==> config.mk <==
export PLATFORM = sky130hd
export DESIGN_NAME = rpgi_top
export DESIGN_NICKNAME = d
export VERILOG_FILES = /design/src/rtl/rpgi_sync.v /design/src/rtl/rpgi_edge.v /design/src/rtl/rpgi_top.v
export VERILOG_INCLUDE_DIRS = /design/src /design/src/rtl
export SDC_FILE = /design/constraint.sdc
export NUM_CORES = 1
export LEC_CHECK = 0
export ABC_AREA = 1
export BUFFER_PORTS_ARGS = -buffer_cell sky130_fd_sc_hd__buf_2
export CORE_MARGIN = 1
export CORE_UTILIZATION = 40
export CTS_CLUSTER_SIZE = 25
export DETAILED_ROUTE_END_ITERATION = 7
export GPL_TIMING_DRIVEN = 1
export HOLD_SLACK_MARGIN = 0.08
export PLACE_DENSITY = 0.61
export REMOVE_ABC_BUFFERS = 1
export SETUP_SLACK_MARGIN = 0.3
export SLEW_MARGIN = 30
export SYNTH_ARGS = -nofsm -noshare
export SYNTH_HDL_FRONTEND = slang
export SYNTH_SLANG_ARGS = --single-unit
==> constraint.sdc <==
create_clock -name clk_i -period 1.5 [get_ports clk_i]
set_input_delay 0.15 -clock clk_i [delete_from_list [all_inputs] [get_ports clk_i]]
set_output_delay 0.15 -clock clk_i [all_outputs]
set_load 0.05 [all_outputs]
==> src/rtl/rpgi_consts.vh <==
// Constants for the regulator power-good interrupt block.
`ifndef RPGI_CONSTS_VH
`define RPGI_CONSTS_VH
`define RPGI_AW              8
`define RPGI_DW              8
`define RPGI_ADDR_FALL_FLAGS 8'h3D
`define RPGI_ADDR_FALL_MASKS 8'h3E
`define RPGI_ADDR_EDGE_FLAGS 8'h3F
`define RPGI_ADDR_EDGE_MASKS 8'h40
`define RPGI_ADDR_IRQ_STAT   8'h50
`define RPGI_ADDR_IRQ_MASK   8'h51
`define RPGI_FALL_N          8
`define RPGI_EDGE_N          6
`define RPGI_MASK_RST        8'hFF
`define RPGI_FLAG_RST        8'h00
`define RPGI_IRQ_FALL_BIT    0
`define RPGI_IRQ_EDGE_BIT    1
`define RPGI_IRQ_N           2
`define RPGI_SETTLE_LAST     3'h4
`endif

==> src/rtl/rpgi_sync.v <==
// Three-stage synchroniser with agreement check for pin inputs.
`timescale 1ns/1ps
`include "rpgi_consts.vh"
module rpgi_sync #(
    parameter W = 1
) (
    // Clock and reset.
    input  wire         clk_i,
    input  wire         rst_i,
    // Asynchronous input and filtered result.
    input  wire [W-1:0] async_i,
    output reg  [W-1:0] level_o
);
    reg [W-1:0] s1_q;
    reg [W-1:0] s2_q;
    reg [W-1:0] s3_q;

    // The output only moves once stages two and three agree, so a metastable settle never yields a double edge.
    always @(posedge clk_i)
    begin
        if (rst_i)
        begin
            s1_q    <= {W{1'b0}};
            s2_q    <= {W{1'b0}};
            s3_q    <= {W{1'b0}};
            level_o <= {W{1'b0}};
        end
        else
        begin
            s1_q    <= async_i;
            s2_q    <= s1_q;
            s3_q    <= s2_q;
            level_o <= (s2_q & s3_q) | (~(s2_q ^ s3_q) & s2_q) | ((s2_q ^ s3_q) & level_o);
        end
    end
endmodule

==> src/rtl/rpgi_edge.v <==
// Edge detector producing rise and fall pulses from a synchronised level.
`timescale 1ns/1ps
`include "rpgi_consts.vh"
module rpgi_edge #(
    parameter W = 1
) (
    // Clock and reset.
    input  wire         clk_i,
    input  wire         rst_i,
    // Level in, one-cycle pulses out.
    input  wire [W-1:0] level_i,
    output wire [W-1:0] rise_o,
    output wire [W-1:0] fall_o,
    output wire         primed_o
);
    reg [W-1:0] prev_q;
    reg         primed_q;
    reg  [2:0]  settle_q;

    // The synchroniser shows its reset zero for several cycles, so history is only trusted once it has settled.
    // Without this wait a pin that idles high would fake a rising edge just after every reset.
    always @(posedge clk_i)
    begin
        if (rst_i)
        begin
            prev_q   <= {W{1'b0}};
            primed_q <= 1'b0;
            settle_q <= 3'h0;
        end
        else
        begin
            prev_q   <= level_i;
            primed_q <= primed_q | (settle_q == `RPGI_SETTLE_LAST);
            if (!primed_q)
                settle_q <= settle_q + 3'h1;
        end
    end

    assign rise_o   = {W{primed_q}} & level_i & ~prev_q;
    assign fall_o   = {W{primed_q}} & ~level_i & prev_q;
    assign primed_o = primed_q;
endmodule

==> src/rtl/rpgi_top.v <==
// Power-good interrupt flags, masks and combined request for bucks and linear regulators.
//
// Notes on behaviour
// - Falling good of ldo1-4 sets bits 7:4.
// - Falling good of buck1-4 sets bits 3:0.
// - Fall detection gated by regulator enable bit.
// - Either edge of ldo5-10 sets bits 5:0.
// - Writing one clears a flag; zero keeps.
// - Flags read zero until set, then hold.
// - Mask one blocks; masks reset to ones.
// - Edge flag and mask bits 7:6 always read zero.
// - Power-on reset restores all six registers.
`timescale 1ns/1ps
`include "rpgi_consts.vh"
module rpgi_top (
    // Clock and reset.
    input  wire                     clk_i,
    input  wire                     rst_i,
    // Register port.
    input  wire [`RPGI_AW-1:0]      addr_i,
    input  wire [`RPGI_DW-1:0]      wdata_i,
    input  wire                     wr_i,
    input  wire                     rd_i,
    output reg  [`RPGI_DW-1:0]      rdata_o,
    // Power-good pins: bits 3:0 bucks 1-4, bits 7:4 ldo 1-4.
    input  wire [`RPGI_FALL_N-1:0]  fall_good_i,
    input  wire [`RPGI_FALL_N-1:0]  fall_enable_i,
    // Power-good pins of ldo 5-10.
    input  wire [`RPGI_EDGE_N-1:0]  edge_good_i,
    // Interrupt outputs.
    output reg                      pgood_irq_o,
    output reg                      irq_o
);
    wire [`RPGI_FALL_N-1:0] fall_lvl;
    wire [`RPGI_FALL_N-1:0] fall_fall;
    wire [`RPGI_EDGE_N-1:0] edge_lvl;
    wire [`RPGI_EDGE_N-1:0] edge_rise;
    wire [`RPGI_EDGE_N-1:0] edge_fall;
    wire [`RPGI_FALL_N-1:0] en_lvl;

    reg  [`RPGI_FALL_N-1:0] fall_flags_q;
    reg  [`RPGI_FALL_N-1:0] fall_flags_d;
    reg  [`RPGI_FALL_N-1:0] fall_masks_q;
    reg  [`RPGI_EDGE_N-1:0] edge_flags_q;
    reg  [`RPGI_EDGE_N-1:0] edge_flags_d;
    reg  [`RPGI_EDGE_N-1:0] edge_masks_q;
    reg  [`RPGI_IRQ_N-1:0]  irq_stat_q;
    reg  [`RPGI_IRQ_N-1:0]  irq_stat_d;
    reg  [`RPGI_IRQ_N-1:0]  irq_mask_q;
    reg  [`RPGI_DW-1:0]     rdata_d;

    wire [`RPGI_FALL_N-1:0] fall_evt;
    wire [`RPGI_EDGE_N-1:0] edge_evt;
    wire                    pgood_req;

    // Mask reset value, held at full width so the narrow upper group can take a slice of it.
    localparam [`RPGI_DW-1:0] MASK_RST = `RPGI_MASK_RST;
    localparam [`RPGI_DW-1:0] FLAG_RST = `RPGI_FLAG_RST;

    // Address match used by every register strobe decode.
    function rpgi_hit;
        input [`RPGI_AW-1:0] a;
        input [`RPGI_AW-1:0] target;
        begin
            rpgi_hit = (a == target);
        end
    endfunction

    // Power-good and enable levels arrive from the analogue side, so they are synchronised.
    rpgi_sync #(.W(`RPGI_FALL_N + `RPGI_EDGE_N + `RPGI_FALL_N)) u_sync (
        .clk_i   (clk_i),
        .rst_i   (rst_i),
        .async_i ({fall_enable_i, edge_good_i, fall_good_i}),
        .level_o ({en_lvl, edge_lvl, fall_lvl})
    );

    rpgi_edge #(.W(`RPGI_FALL_N)) u_fall_edge (
        .clk_i    (clk_i),
        .rst_i    (rst_i),
        .level_i  (fall_lvl),
        .rise_o   (),
        .fall_o   (fall_fall),
        .primed_o ()
    );

    rpgi_edge #(.W(`RPGI_EDGE_N)) u_edge_edge (
        .clk_i    (clk_i),
        .rst_i    (rst_i),
        .level_i  (edge_lvl),
        .rise_o   (edge_rise),
        .fall_o   (edge_fall),
        .primed_o ()
    );

    // A regulator that is switched off is expected to lose its output, so its fall is not an event.
    assign fall_evt = fall_fall & en_lvl;
    assign edge_evt = edge_rise | edge_fall;

    // Unmasked flags combine into the power-good request.
    assign pgood_req = (|(fall_flags_q & ~fall_masks_q)) | (|(edge_flags_q & ~edge_masks_q));

    // Flag next values: an event in the clearing cycle wins so it is never lost.
    always @*
    begin
        fall_flags_d = fall_flags_q;
        edge_flags_d = edge_flags_q;
        if (wr_i && rpgi_hit(addr_i, `RPGI_ADDR_FALL_FLAGS))
            fall_flags_d = fall_flags_q & ~wdata_i[`RPGI_FALL_N-1:0];
        if (wr_i && rpgi_hit(addr_i, `RPGI_ADDR_EDGE_FLAGS))
            edge_flags_d = edge_flags_q & ~wdata_i[`RPGI_EDGE_N-1:0];
        fall_flags_d = fall_flags_d | fall_evt;
        edge_flags_d = edge_flags_d | edge_evt;
    end

    // Sticky summary status: bit 0 for fall flags, bit 1 for edge flags; a read clears it.
    always @*
    begin
        irq_stat_d = irq_stat_q;
        if (rd_i && rpgi_hit(addr_i, `RPGI_ADDR_IRQ_STAT))
            irq_stat_d = {`RPGI_IRQ_N{1'b0}};
        irq_stat_d[`RPGI_IRQ_FALL_BIT] = irq_stat_d[`RPGI_IRQ_FALL_BIT] | (|fall_evt);
        irq_stat_d[`RPGI_IRQ_EDGE_BIT] = irq_stat_d[`RPGI_IRQ_EDGE_BIT] | (|edge_evt);
    end

    // Read mux; unmapped addresses read zero.
    always @*
    begin
        rdata_d = {`RPGI_DW{1'b0}};
        case (addr_i)
            `RPGI_ADDR_FALL_FLAGS: rdata_d = fall_flags_q;
            `RPGI_ADDR_FALL_MASKS: rdata_d = fall_masks_q;
            `RPGI_ADDR_EDGE_FLAGS: rdata_d = {2'b00, edge_flags_q};
            `RPGI_ADDR_EDGE_MASKS: rdata_d = {2'b00, edge_masks_q};
            `RPGI_ADDR_IRQ_STAT:   rdata_d = {6'h00, irq_stat_q};
            `RPGI_ADDR_IRQ_MASK:   rdata_d = {6'h00, irq_mask_q};
            default:               rdata_d = {`RPGI_DW{1'b0}};
        endcase
    end

    // Register state; synchronous reset stands for power-on reset.
    always @(posedge clk_i)
    begin
        if (rst_i)
        begin
            fall_flags_q <= FLAG_RST[`RPGI_FALL_N-1:0];
            edge_flags_q <= FLAG_RST[`RPGI_EDGE_N-1:0];
            fall_masks_q <= MASK_RST[`RPGI_FALL_N-1:0];
            edge_masks_q <= MASK_RST[`RPGI_EDGE_N-1:0];
            irq_stat_q   <= {`RPGI_IRQ_N{1'b0}};
            irq_mask_q   <= {`RPGI_IRQ_N{1'b1}};
            rdata_o      <= {`RPGI_DW{1'b0}};
            pgood_irq_o  <= 1'b0;
            irq_o        <= 1'b0;
        end
        else
        begin
            fall_flags_q <= fall_flags_d;
            edge_flags_q <= edge_flags_d;
            irq_stat_q   <= irq_stat_d;
            if (wr_i && rpgi_hit(addr_i, `RPGI_ADDR_FALL_MASKS))
                fall_masks_q <= wdata_i[`RPGI_FALL_N-1:0];
            if (wr_i && rpgi_hit(addr_i, `RPGI_ADDR_EDGE_MASKS))
                edge_masks_q <= wdata_i[`RPGI_EDGE_N-1:0];
            if (wr_i && rpgi_hit(addr_i, `RPGI_ADDR_IRQ_MASK))
                irq_mask_q <= wdata_i[`RPGI_IRQ_N-1:0];
            rdata_o      <= rd_i ? rdata_d : {`RPGI_DW{1'b0}};
            pgood_irq_o  <= pgood_req;
            irq_o        <= |(irq_stat_q & ~irq_mask_q);
        end
    end
endmodule

-- Yosys cells after proc, flatten, opt, wreduce, memory -nomap -nowiden
Index checks and enable logic that the tools add are counted.
- bits in registers: 152
- bits in latches: 0
- memory bits (writable): 0
- ROM bits: 0
- input port bits: 42
- output and inout port bits: 10
- memories kept: 0
- add/subtract/negate cells: 2
- multiply operators: 0
- div/mod/pow operators: 0
- magnitude comparators: 0
- eq/ne operators: 8
- shift-type cells: 0
- multiplexer cells: 4
- bitwise operators: 36
- reduce and logical (&&, ||, !) cells: 12
- operators with widths (cell ; number):
    $and A22 B22 Y22 ; 3
    $pmux W8 S6 ; 1
    $or A22 B22 Y22 ; 2
    $and A8 B8 Y8 ; 5
    $and A6 B6 Y6 ; 6
    $eq A8 B6 Y1 const B ; 3
    $eq A8 B7 Y1 const B ; 3
    $not A6 Y6 ; 4
    $not A8 Y8 ; 3
    $not A22 Y22 ; 1
    $xor A22 B22 Y22 ; 1
    $reduce_or A8 Y1 ; 2
    $or A6 B6 Y6 ; 2
    $reduce_or A6 Y1 ; 2
    $mux W8 ; 1
    $or A8 B8 Y8 ; 1
    $add A3 B1 Y3 const B ; 2
    $eq A3 B3 Y1 const B ; 2
    $logic_and A1 B1 Y1 ; 6
    $mux W6 ; 1
    $or A1 B1 Y1 ; 5
    $reduce_or A2 Y1 ; 2
    $and A2 B2 Y2 ; 1
    $mux W2 ; 1
    2 further kinds ; 2

-- Logic depth before layout (Yosys ltp)
Gate-level depths: netlist of the first run.
- depth after elaboration: 6
- depth in mapped cells: 9
- mapped depth without buffers: 9

-- Hierarchy
From an unflattened synthesis of the first run, not the netlist that was laid out.
- cell total of the unflattened synthesis: 750
- area total of the unflattened synthesis: 5979.5 um^2
- by module, submodules not included (module ; times used ; cells an instance ; area an instance (um^2)):
    rpgi_sync ; 1 ; 318 ; 2882.8
    rpgi_top ; 1 ; 298 ; 2037.0
    rpgi_edge (u_fall_edge) ; 1 ; 73 ; 559.3
    rpgi_edge (u_edge_edge) ; 1 ; 61 ; 500.5

-- Worst setup path after synthesis of the first run
No wires, ideal clock.
- path kind: input port to flip-flop
- from: input port addr_i[1]
- to: register fall_flags_q[0]
- setup time: 132 ps
- arrival: 957 ps
- data required time: 1368 ps
- setup slack: 411 ps
- cell stages on the path: 8
- cells stage by stage: inv_1 -> nand2_1 -> nor2_4 -> nand2_1 -> nor2_4 -> nand2_1 -> nand2_1 -> a21oi_1
- cells in the longest elaborated chain, start to end: 4
- RTL lines (item ; line ; text):
    start, declared ; rpgi_top.v:20 ; input wire [`RPGI_AW-1:0] addr_i,
    $eq A8 B6 Y1 ; rpgi_top.v:65 ; rpgi_hit = (a == target);
    $logic_and A1 B1 Y1 ; rpgi_top.v:107 ; if (wr_i && rpgi_hit(addr_i, `RPGI_ADDR_FALL_FLAGS))
    $mux W8 ; rpgi_top.v:107 ;
    $or A8 B8 Y8 ; rpgi_top.v:111 ; fall_flags_d = fall_flags_d | fall_evt;
    end signal, assigned ; rpgi_top.v:145 ; fall_flags_q <= FLAG_RST[`RPGI_FALL_N-1:0];
    end signal, assigned ; rpgi_top.v:157 ; fall_flags_q <= fall_flags_d;
    end, declared ; rpgi_top.v:41 ; reg [`RPGI_FALL_N-1:0] fall_flags_q;
No other way between the ends.
A chain may end at the register's enable or synchronous reset.

-- Final worst setup path of the first run
- from: register rdata_o[4]
- to: output port rdata_o[4]
- RTL lines (item ; line ; text):
    start, declared ; rpgi_top.v:24 ; output reg [`RPGI_DW-1:0] rdata_o,
    start signal, assigned ; rpgi_top.v:151 ; rdata_o <= {`RPGI_DW{1'b0}};
    start signal, assigned ; rpgi_top.v:166 ; rdata_o <= rd_i ? rdata_d : {`RPGI_DW{1'b0}};
No word-level cell between the ends.

==> results of run 1 <==
cells by family (layout without fill, tap and decap cells):
group                    after synthesis  after routing
AND/OR/NAND/NOR                      318            318
flip-flops                           152            152
buffers and inverters                151            255
AO/OA/AOI/OAI                         68             68
adder cells (fa/ha/maj)               26             26
state kept, by name (all words and copies together), names as in the netlist, 2 cells and up:
name                  count
edge_masks_q              6
u_edge_edge.prev_q        6
fall_masks_q              8
irq_mask_q                2
u_fall_edge.prev_q        8
u_sync.s1_q              22
irq_stat_q                2
u_edge_edge.settle_q      3
fall_flags_q              8
edge_flags_q              6
u_sync.s2_q              22
u_sync.level_o           22
u_sync.s3_q              22
rdata_o                   8
u_fall_edge.settle_q      3
final cells by class:
class | instances | area share (%)
Clock inverter | 12 | 2.46
Multi-Input combinational cell | 412 | 28.7
Timing Repair Buffer | 92 | 9.77
Inverter | 131 | 6.90
Tap cell | 180 | 3.16
Clock buffer | 20 | 6.27
Sequential cell | 152 | 42.8
how the worst max path moves through the flow:
stage / start / to / depth (start not counted)
floorplan: addr_i[7] / fall_flags_q[7]$_SDFF_PP0_ / 8
global placement: addr_i[1] / irq_mask_q[1]$_SDFFE_PP1P_ / 9
detailed placement: addr_i[1] / irq_mask_q[0]$_SDFFE_PP1P_ / 9
CTS: u_fall_edge.primed_o$_SDFF_PP0_ / irq_stat_q[0]$_SDFF_PP0_ / 6
global route: u_sync.level_o[10]$_SDFF_PP0_ / irq_stat_q[1]$_SDFF_PP0_ / 7
finish: rdata_o[4]$_SDFF_PP0_ / rdata_o[4] / 1
report_power, final:
group	switching (W)	internal (W)	leakage (nW)
Combinational	0.000229	0.000194	1.72
Clock	0.00159	0.00282	0.296
Sequential	0.0000481	0.00414	1.24
Total	0.00187	0.00715	3.25
cell usage in the layout, fill, tap and decap left out:
cell type      Yosys  layout
a21oi_1           49      49
and3_1             2       2
buf_12             0       4
buf_2              3      49
buf_4              0       8
bufinv_16          0       4
clkbuf_1           4       2
clkbuf_16          0      17
clkbuf_8           0       1
clkinv_1           1       1
clkinv_2           0       3
clkinv_4           0       2
clkinvlp_4         0       3
dfxtp_1          152     150
dfxtp_2            0       2
dlygate4sd3_1      0      31
ha_1              26      26
inv_1            129     129
inv_2              1       1
nand2_1          111     111
nand2_2            2       2
nand2_4            1       1
nand3_1           37      37
nand3_2            1       1
nand3b_1           1       1
nand4_1            9       9
nor2_1           143     141
nor2_2             2       4
nor2_4             6       6
nor3_1             2       2
nor3_4             1       1
o211ai_1           2       2
o21ai_0           10      10
o21ai_2            1       1
o22ai_1            6       6
what timing repair did:
item	CTS	global route
hold endpoints to repair	44	0
hold buffers	31	0
resized for setup	2	3
setup endpoints to repair	2	2
setup buffers	0	0
through the flow:
step                      instance area, um^2  setup slack [ps]  hold slack [ps]  std cells
after floorplan                          5570              31.0              219        695
after global placement                   6180               172              348        936
after detailed placement                 6180               126              355        936
after CTS                                7120               290             91.0        999
after global routing                     7120               295             97.8        999
final                                    7120               352              101        999
layer usage:
| metal | routed length [um] | vias up |
|---|---|---|
| met5 | 0 | - |
| met4 | 203 | 0 |
| met3 | 403 | 16 |
| met2 | 5030 | 67 |
| met1 | 5000 | 1887 |
| li1 | - | 2368 |
==> reports/results.txt, run 1 <==
Hold path start: rst_i
N_diodes: 0
Clock Pin Slew Worst Setup and Hold Paths: 60 ps
Sink Count: 152
Complex-gate fraction of the synthesized area: 6.28%
Initial antenna violation count: 0
H-tree levels: 4
Hold Path End: u_sync.level_o[7]$_SDFF_PP0_
Via-to-Cell Ratio: 4.34
Hold path depth: 2
Simple-Gate Fraction of Synth Area: 23.9%
Worst-margin pin slew: 416 ps
Yosys warns: 0
First-pass GRT wire length: 18,200 um
Top Usage Layer GRT: met2
Final #Nets: 874
Peak fanout along the critical path: 1
Xor and xnor fraction of the mapped netlist area: 0%
Met2 GRT Util: 27.0%
Via count: 4,338
TritonCTS clock tree: yes
Avg WL per Cell: 10.6 um
Grt met1 use: 18.9%
Synth Area in Adders: 5.73%
TritonCTS buffer count: 17
Row Count: 43
Crit path time final: 1150 ps
Required time worst endpoint: 1350 ps
Final wirelength: 10,600 um
First drt pass iteration count: 4
Max Cap Viol: 0
Clock skew: 9.81 ps
Area contributors post-synth: dfxtp_1, nor2_1, inv_1
Share of post-route cells with drive strength above 1: 13.4%
Placer Congestion: 0.829
Post-synthesis mux area share: 0%
Synth-to-layout area growth: 25.5%
Clk root buf: clkbuf_16
Ports: 52
Clock buffer depth: 2
Die width: 121 um
WP data arrival: 1000 ps
Number of global-route vias before repair: 4,098
FMAX: 0.871 GHz
Initial core utilization: 40.9%
Worst Hold Class: in2reg
Number of remaining DRC errors: 0
GRT Resource Usage Total: 16.0%
Initial DRC Count: 120
Critical path cell sequence: buf_4
Number of synthesized flops with an enable pin: 0
Core area: 0.0139 mm^2
Flops & latches, synth: 152
Area leader, netlist: dfxtp_1
Commonest cells post-synth: dfxtp_1, nor2_1, inv_1
Gate Count Post-Synth: 715
WS Path Type: reg2out
Crit. End Element: primary output
Cell family with most CP delay: flip-flops
Sequential area share after synthesis: 53.6%
P_leak: 3.25 nW
Slowest stage delay, CP: 360 ps
PD cells: 1270 mW/mm^2
Hpwl dp: 7550 um
Post-route total power: 0.00902 W
Die height: 121 um
Pins Over Slew Limit: 0
R2R depth: 6
R2R setup slack: 360 ps
Clk_lat worst skew: 420 ps
Period utilization: 76.5%
Status: finished, final reports clean
Yosys top cell area share: 53.6%
Multi-input gate area: 0.00204 mm^2
VDD IR max: 747 uV
Yosys cell types: 28
Fin util: 51.3%
Final setup viols: 0
Cell area after synthesis: 0.00568 mm^2
Reg2Reg Capture Point: irq_stat_q[0]$_SDFF_PP0_
Met3 Usage GRT: 4.14%
Critical path buffers and inverters: 1
Reg2reg start: u_fall_edge.primed_o$_SDFF_PP0_
Top FF cell, synth: dfxtp_1
Post-Syn Area per Cell: 7.94 um^2
Largest family of logic cells by synthesized area: simple AND/OR/NAND/NOR gates
RSZ-0062 raised after global routing: yes
Die area: 0.0147 mm^2
Slew headroom: 72.2%
Global route total overflow: 0
ANT nets after route: 0
Slowest CP cell: dfxtp_1
Setup crit start kind: flop
Largest net degree at the start of global routing: 48
Count leader, synth: dfxtp_1
Setup tns final: 0 ps
Flip-flop and latch area: 0.00305 mm^2
Async SR Flop Fraction: 0%
Layout fillers: 1,338
Fin. Hold Viols: 0
Port bufs: 51
(Power assumes the default switching activity.)
==> run 2: changes to the inputs <==
- ABC_AREA: 1 -> 0
- PLACE_DENSITY: 0.61 -> 0.62
- clock period: 1.5 -> 1.2 ns (I/O delays scaled with it)
==> reports/results.txt, run 2 <==
Synth-to-layout area growth: 52.5%
Initial antenna violation count: 0 (unchanged)
Area contributors post-synth: dfxtp_1, nor2b_1, ha_1
WS Path Type: in2reg
Core area: 0.0133 mm^2 (-4.2%)
Combinational Power Share: 7.1% (+2.4 points)
Die width: 119 um (-1.7%)
VDD IR max: 881 uV (+18%)
GRT Resource Usage Total: 16.9% (+0.96 points)
Global route total overflow: 0 (unchanged)
Number of synthesized flops with an enable pin: 0 (unchanged)
Area leader, netlist: dfxtp_1
Peak fanout along the critical path: 6 (+5)
Cell family with most CP delay: simple AND/OR/NAND/NOR gates
ANT nets after route: 0 (unchanged)
Multi-input gate area: 0.00304 mm^2 (+49%)
Fin. Hold Viols: 0 (unchanged)
Most common cell after layout, fill and taps aside: dfxtp_1
Final Instance Count excl. Fillers: 856 (-14%)
Layout fillers: 999 (-25%)
Setup crit start kind: input port
Gate Count Post-Synth: 541 (-24%)
Async SR Flop Fraction: 0% (unchanged)
Commonest cells post-synth: dfxtp_1, nor2b_1, nor2_1
RSZ-0062 raised after global routing: yes
Clock buffer depth: 2 (unchanged)
TritonCTS clock tree: yes
Count leader, synth: dfxtp_1
First drt pass iteration count: 4 (unchanged)
Cells after DPL: 775 (-17%)
Clock skew: 8.08 ps (-1.74 ps)
Crit path time final: 1350 ps
Post-Syn Area per Cell: 10.1 um^2 (+28%)
P_leak: 3.25 nW (about the same)
Initial core utilization: 41.2% (+0.32 points)
Top FF cell, synth: dfxtp_1
Period utilization: 112%
Yosys cell types: 41 (+46%)
Sw Ratio: 20.5% (-0.18 points)
Clock power share: 48.2% (-0.7 points)
Crit. End Element: flop
Avg WL per Cell: 14.3 um (+35%)
Clock Pin Slew Worst Setup and Hold Paths: 60 ps (about the same)
Clk_lat worst skew: 420 ps (about the same)
Via-to-Cell Ratio: 4.88 (+12%)
N_diodes: 0 (unchanged)
Die height: 119 um (-1.7%)
Worst-margin pin slew: 364 ps (-51.9 ps)
First-pass GRT wire length: 18,800 um (+3.1%)
Yosys warns: 0 (unchanged)
Number of global-route vias before repair: 4,090 (-0.20%)
Most frequent cells in the layout: dfxtp_1, nor2b_1, dfxtp_2
TritonCTS buffer count: 17 (unchanged)
Number of remaining DRC errors: 0 (unchanged)
Share of post-route cells with drive strength above 1: 47.9% (+35 points)
Critical path cell sequence: buf_6, or4_4, or4b_4, nor3_2, a21oi_2
Flip-flop and latch area: 0.00314 mm^2 (+3.2%)
Sink Count: 152 (unchanged)
Clk root buf: clkbuf_16
Slowest stage delay, CP: 640 ps (+280 ps)
Final WS setup: -147 ps (-499 ps)
Critical path buffers and inverters: 1 (unchanged)
Final wirelength: 12,300 um (+15%)
Required time worst endpoint: 1500 ps (+150 ps)
Port bufs: 51 (unchanged)
Flops & latches, synth: 152 (unchanged)
NetSw: 0.00242 W (+30%)
Failing checks: negative setup slack
Slowest CP cell: or4b_4
Yosys top cell area share: 55.5% (+1.9 points)
WP data arrival: 1650 ps (+650 ps)
Slew headroom: 75.7% (+3.5 points)
Hpwl dp: 7190 um (-4.8%)
FMAX: 0.742 GHz
Worst Hold Class: in2reg
PD cells: 1410 mW/mm^2 (+11%)
Power Internal: 0.00937 W (+31%)
Status: finished, violations left
Cell area after synthesis: 0.00548 mm^2 (-3.5%)
Final #Nets: 735 (-16%)
Max Cap Viol: 0 (unchanged)
DP Worst Slack: -607 ps (-733 ps)
Final setup viols: 13 (+13)
Die area: 0.0142 mm^2 (-3.4%)
Sequential area share after synthesis: 55.5% (+1.9 points)
Ports: 52 (unchanged)
Pins Over Slew Limit: 0 (unchanged)
H-tree levels: 4 (unchanged)
Initial DRC Count: 250 (+110%)
Row Count: 42 (-2.3%)
Via count: 4,173 (-3.8%)
Placer Congestion: 0.827 (-0.29%)
Largest net degree at the start of global routing: 89 (+85%)
Seq pwr share: 44.7% (-1.7 points)
-- run 2: cell families after synthesis --
group | Yosys count | share of synthesized area [%]
buffers and inverters | 57 | 4.13
muxes | 10 | 1.96
DFF | 152 | 55.5
and+or+nand+nor | 182 | 18.9
adders and majority gates | 26 | 5.94
AOI/OAI and AO/OA | 104 | 11.9
xor gates and xnor gates | 10 | 1.60
-- run 2: power groups by stage --
stage | Clock (W) | Combinational, W | Sequential (W)
global placement | 0 | 0.000504 | 0.00533
global route | 0.00600 | 0.000911 | 0.00529
detailed placement | 0 | 0.000524 | 0.00534
CTS | 0.00576 | 0.000717 | 0.00524
floorplan | 0 | 0.000226 | 0.00534
finish | 0.00569 | 0.000832 | 0.00527
-- run 2: final timing paths --
path | start | to | slack (ps) | cells past startpoint
min | wdata_i[2] | fall_masks_q[2]$_SDFFE_PP1P_ | 120 | 4
max reg2reg | u_sync.level_o[10]$_SDFF_PP0_ | irq_stat_q[1]$_SDFF_PP0_ | -20 | 3
max | addr_i[1] | edge_masks_q[2]$_SDFFE_PP1P_ | -150 | 5
min reg2reg | u_sync.s1_q[12]$_SDFF_PP0_ | u_sync.s2_q[12]$_SDFF_PP0_ | 430 | 1
-- run 2: repair_timing --
| item | CTS | global route |
|---|---|---|
| setup buffers | 9 | 6 |
| hold buffers | 31 | 0 |
| cloned | 2 | 1 |
| pin swaps | 45 | 68 |
| setup endpoints to repair | 50 | 79 |
| gates resized for setup | 140 | 129 |
| endpoints found under the hold margin | 36 | 0 |
-- run 2: per-stage QoR --
stage	power (W)	instance area, um^2	hold slack (ps)	TNS [ps]	utilization (%)
CTS	0.0117	7700	91.7	-688	57.9
global placement	0.00584	6150	327	-8980	46.2
finish	0.0118	8360	119	-1030	62.9
global route	0.0122	8360	126	-1460	62.9
detailed placement	0.00587	6150	332	-9990	46.2
floorplan	0.00557	5360	189	-7040	-
-- run 2: cell type report --
class                   instances  share of cell area (%)
clock inverters                 7                    1.65
well taps                     176                    2.64
multi-input cells             333                    36.4
inverters                      27                    1.24
clock buffers                  25                    6.05
repair buffers                136                    14.5
flip-flops and latches        152                    37.6
-- run 2: worst min-delay path, cell delays in order --
cell and delay [ps]:
buf_2 100, inv_1 110, nor2_4 90, a211o_1 90
-- run 2: layer usage --
layer	GRT usage, %	part of all wire, %
met5	0	0
met4	9.02	1.8
met3	4.79	4.0
met2	27.8	50
met1	20.0	45
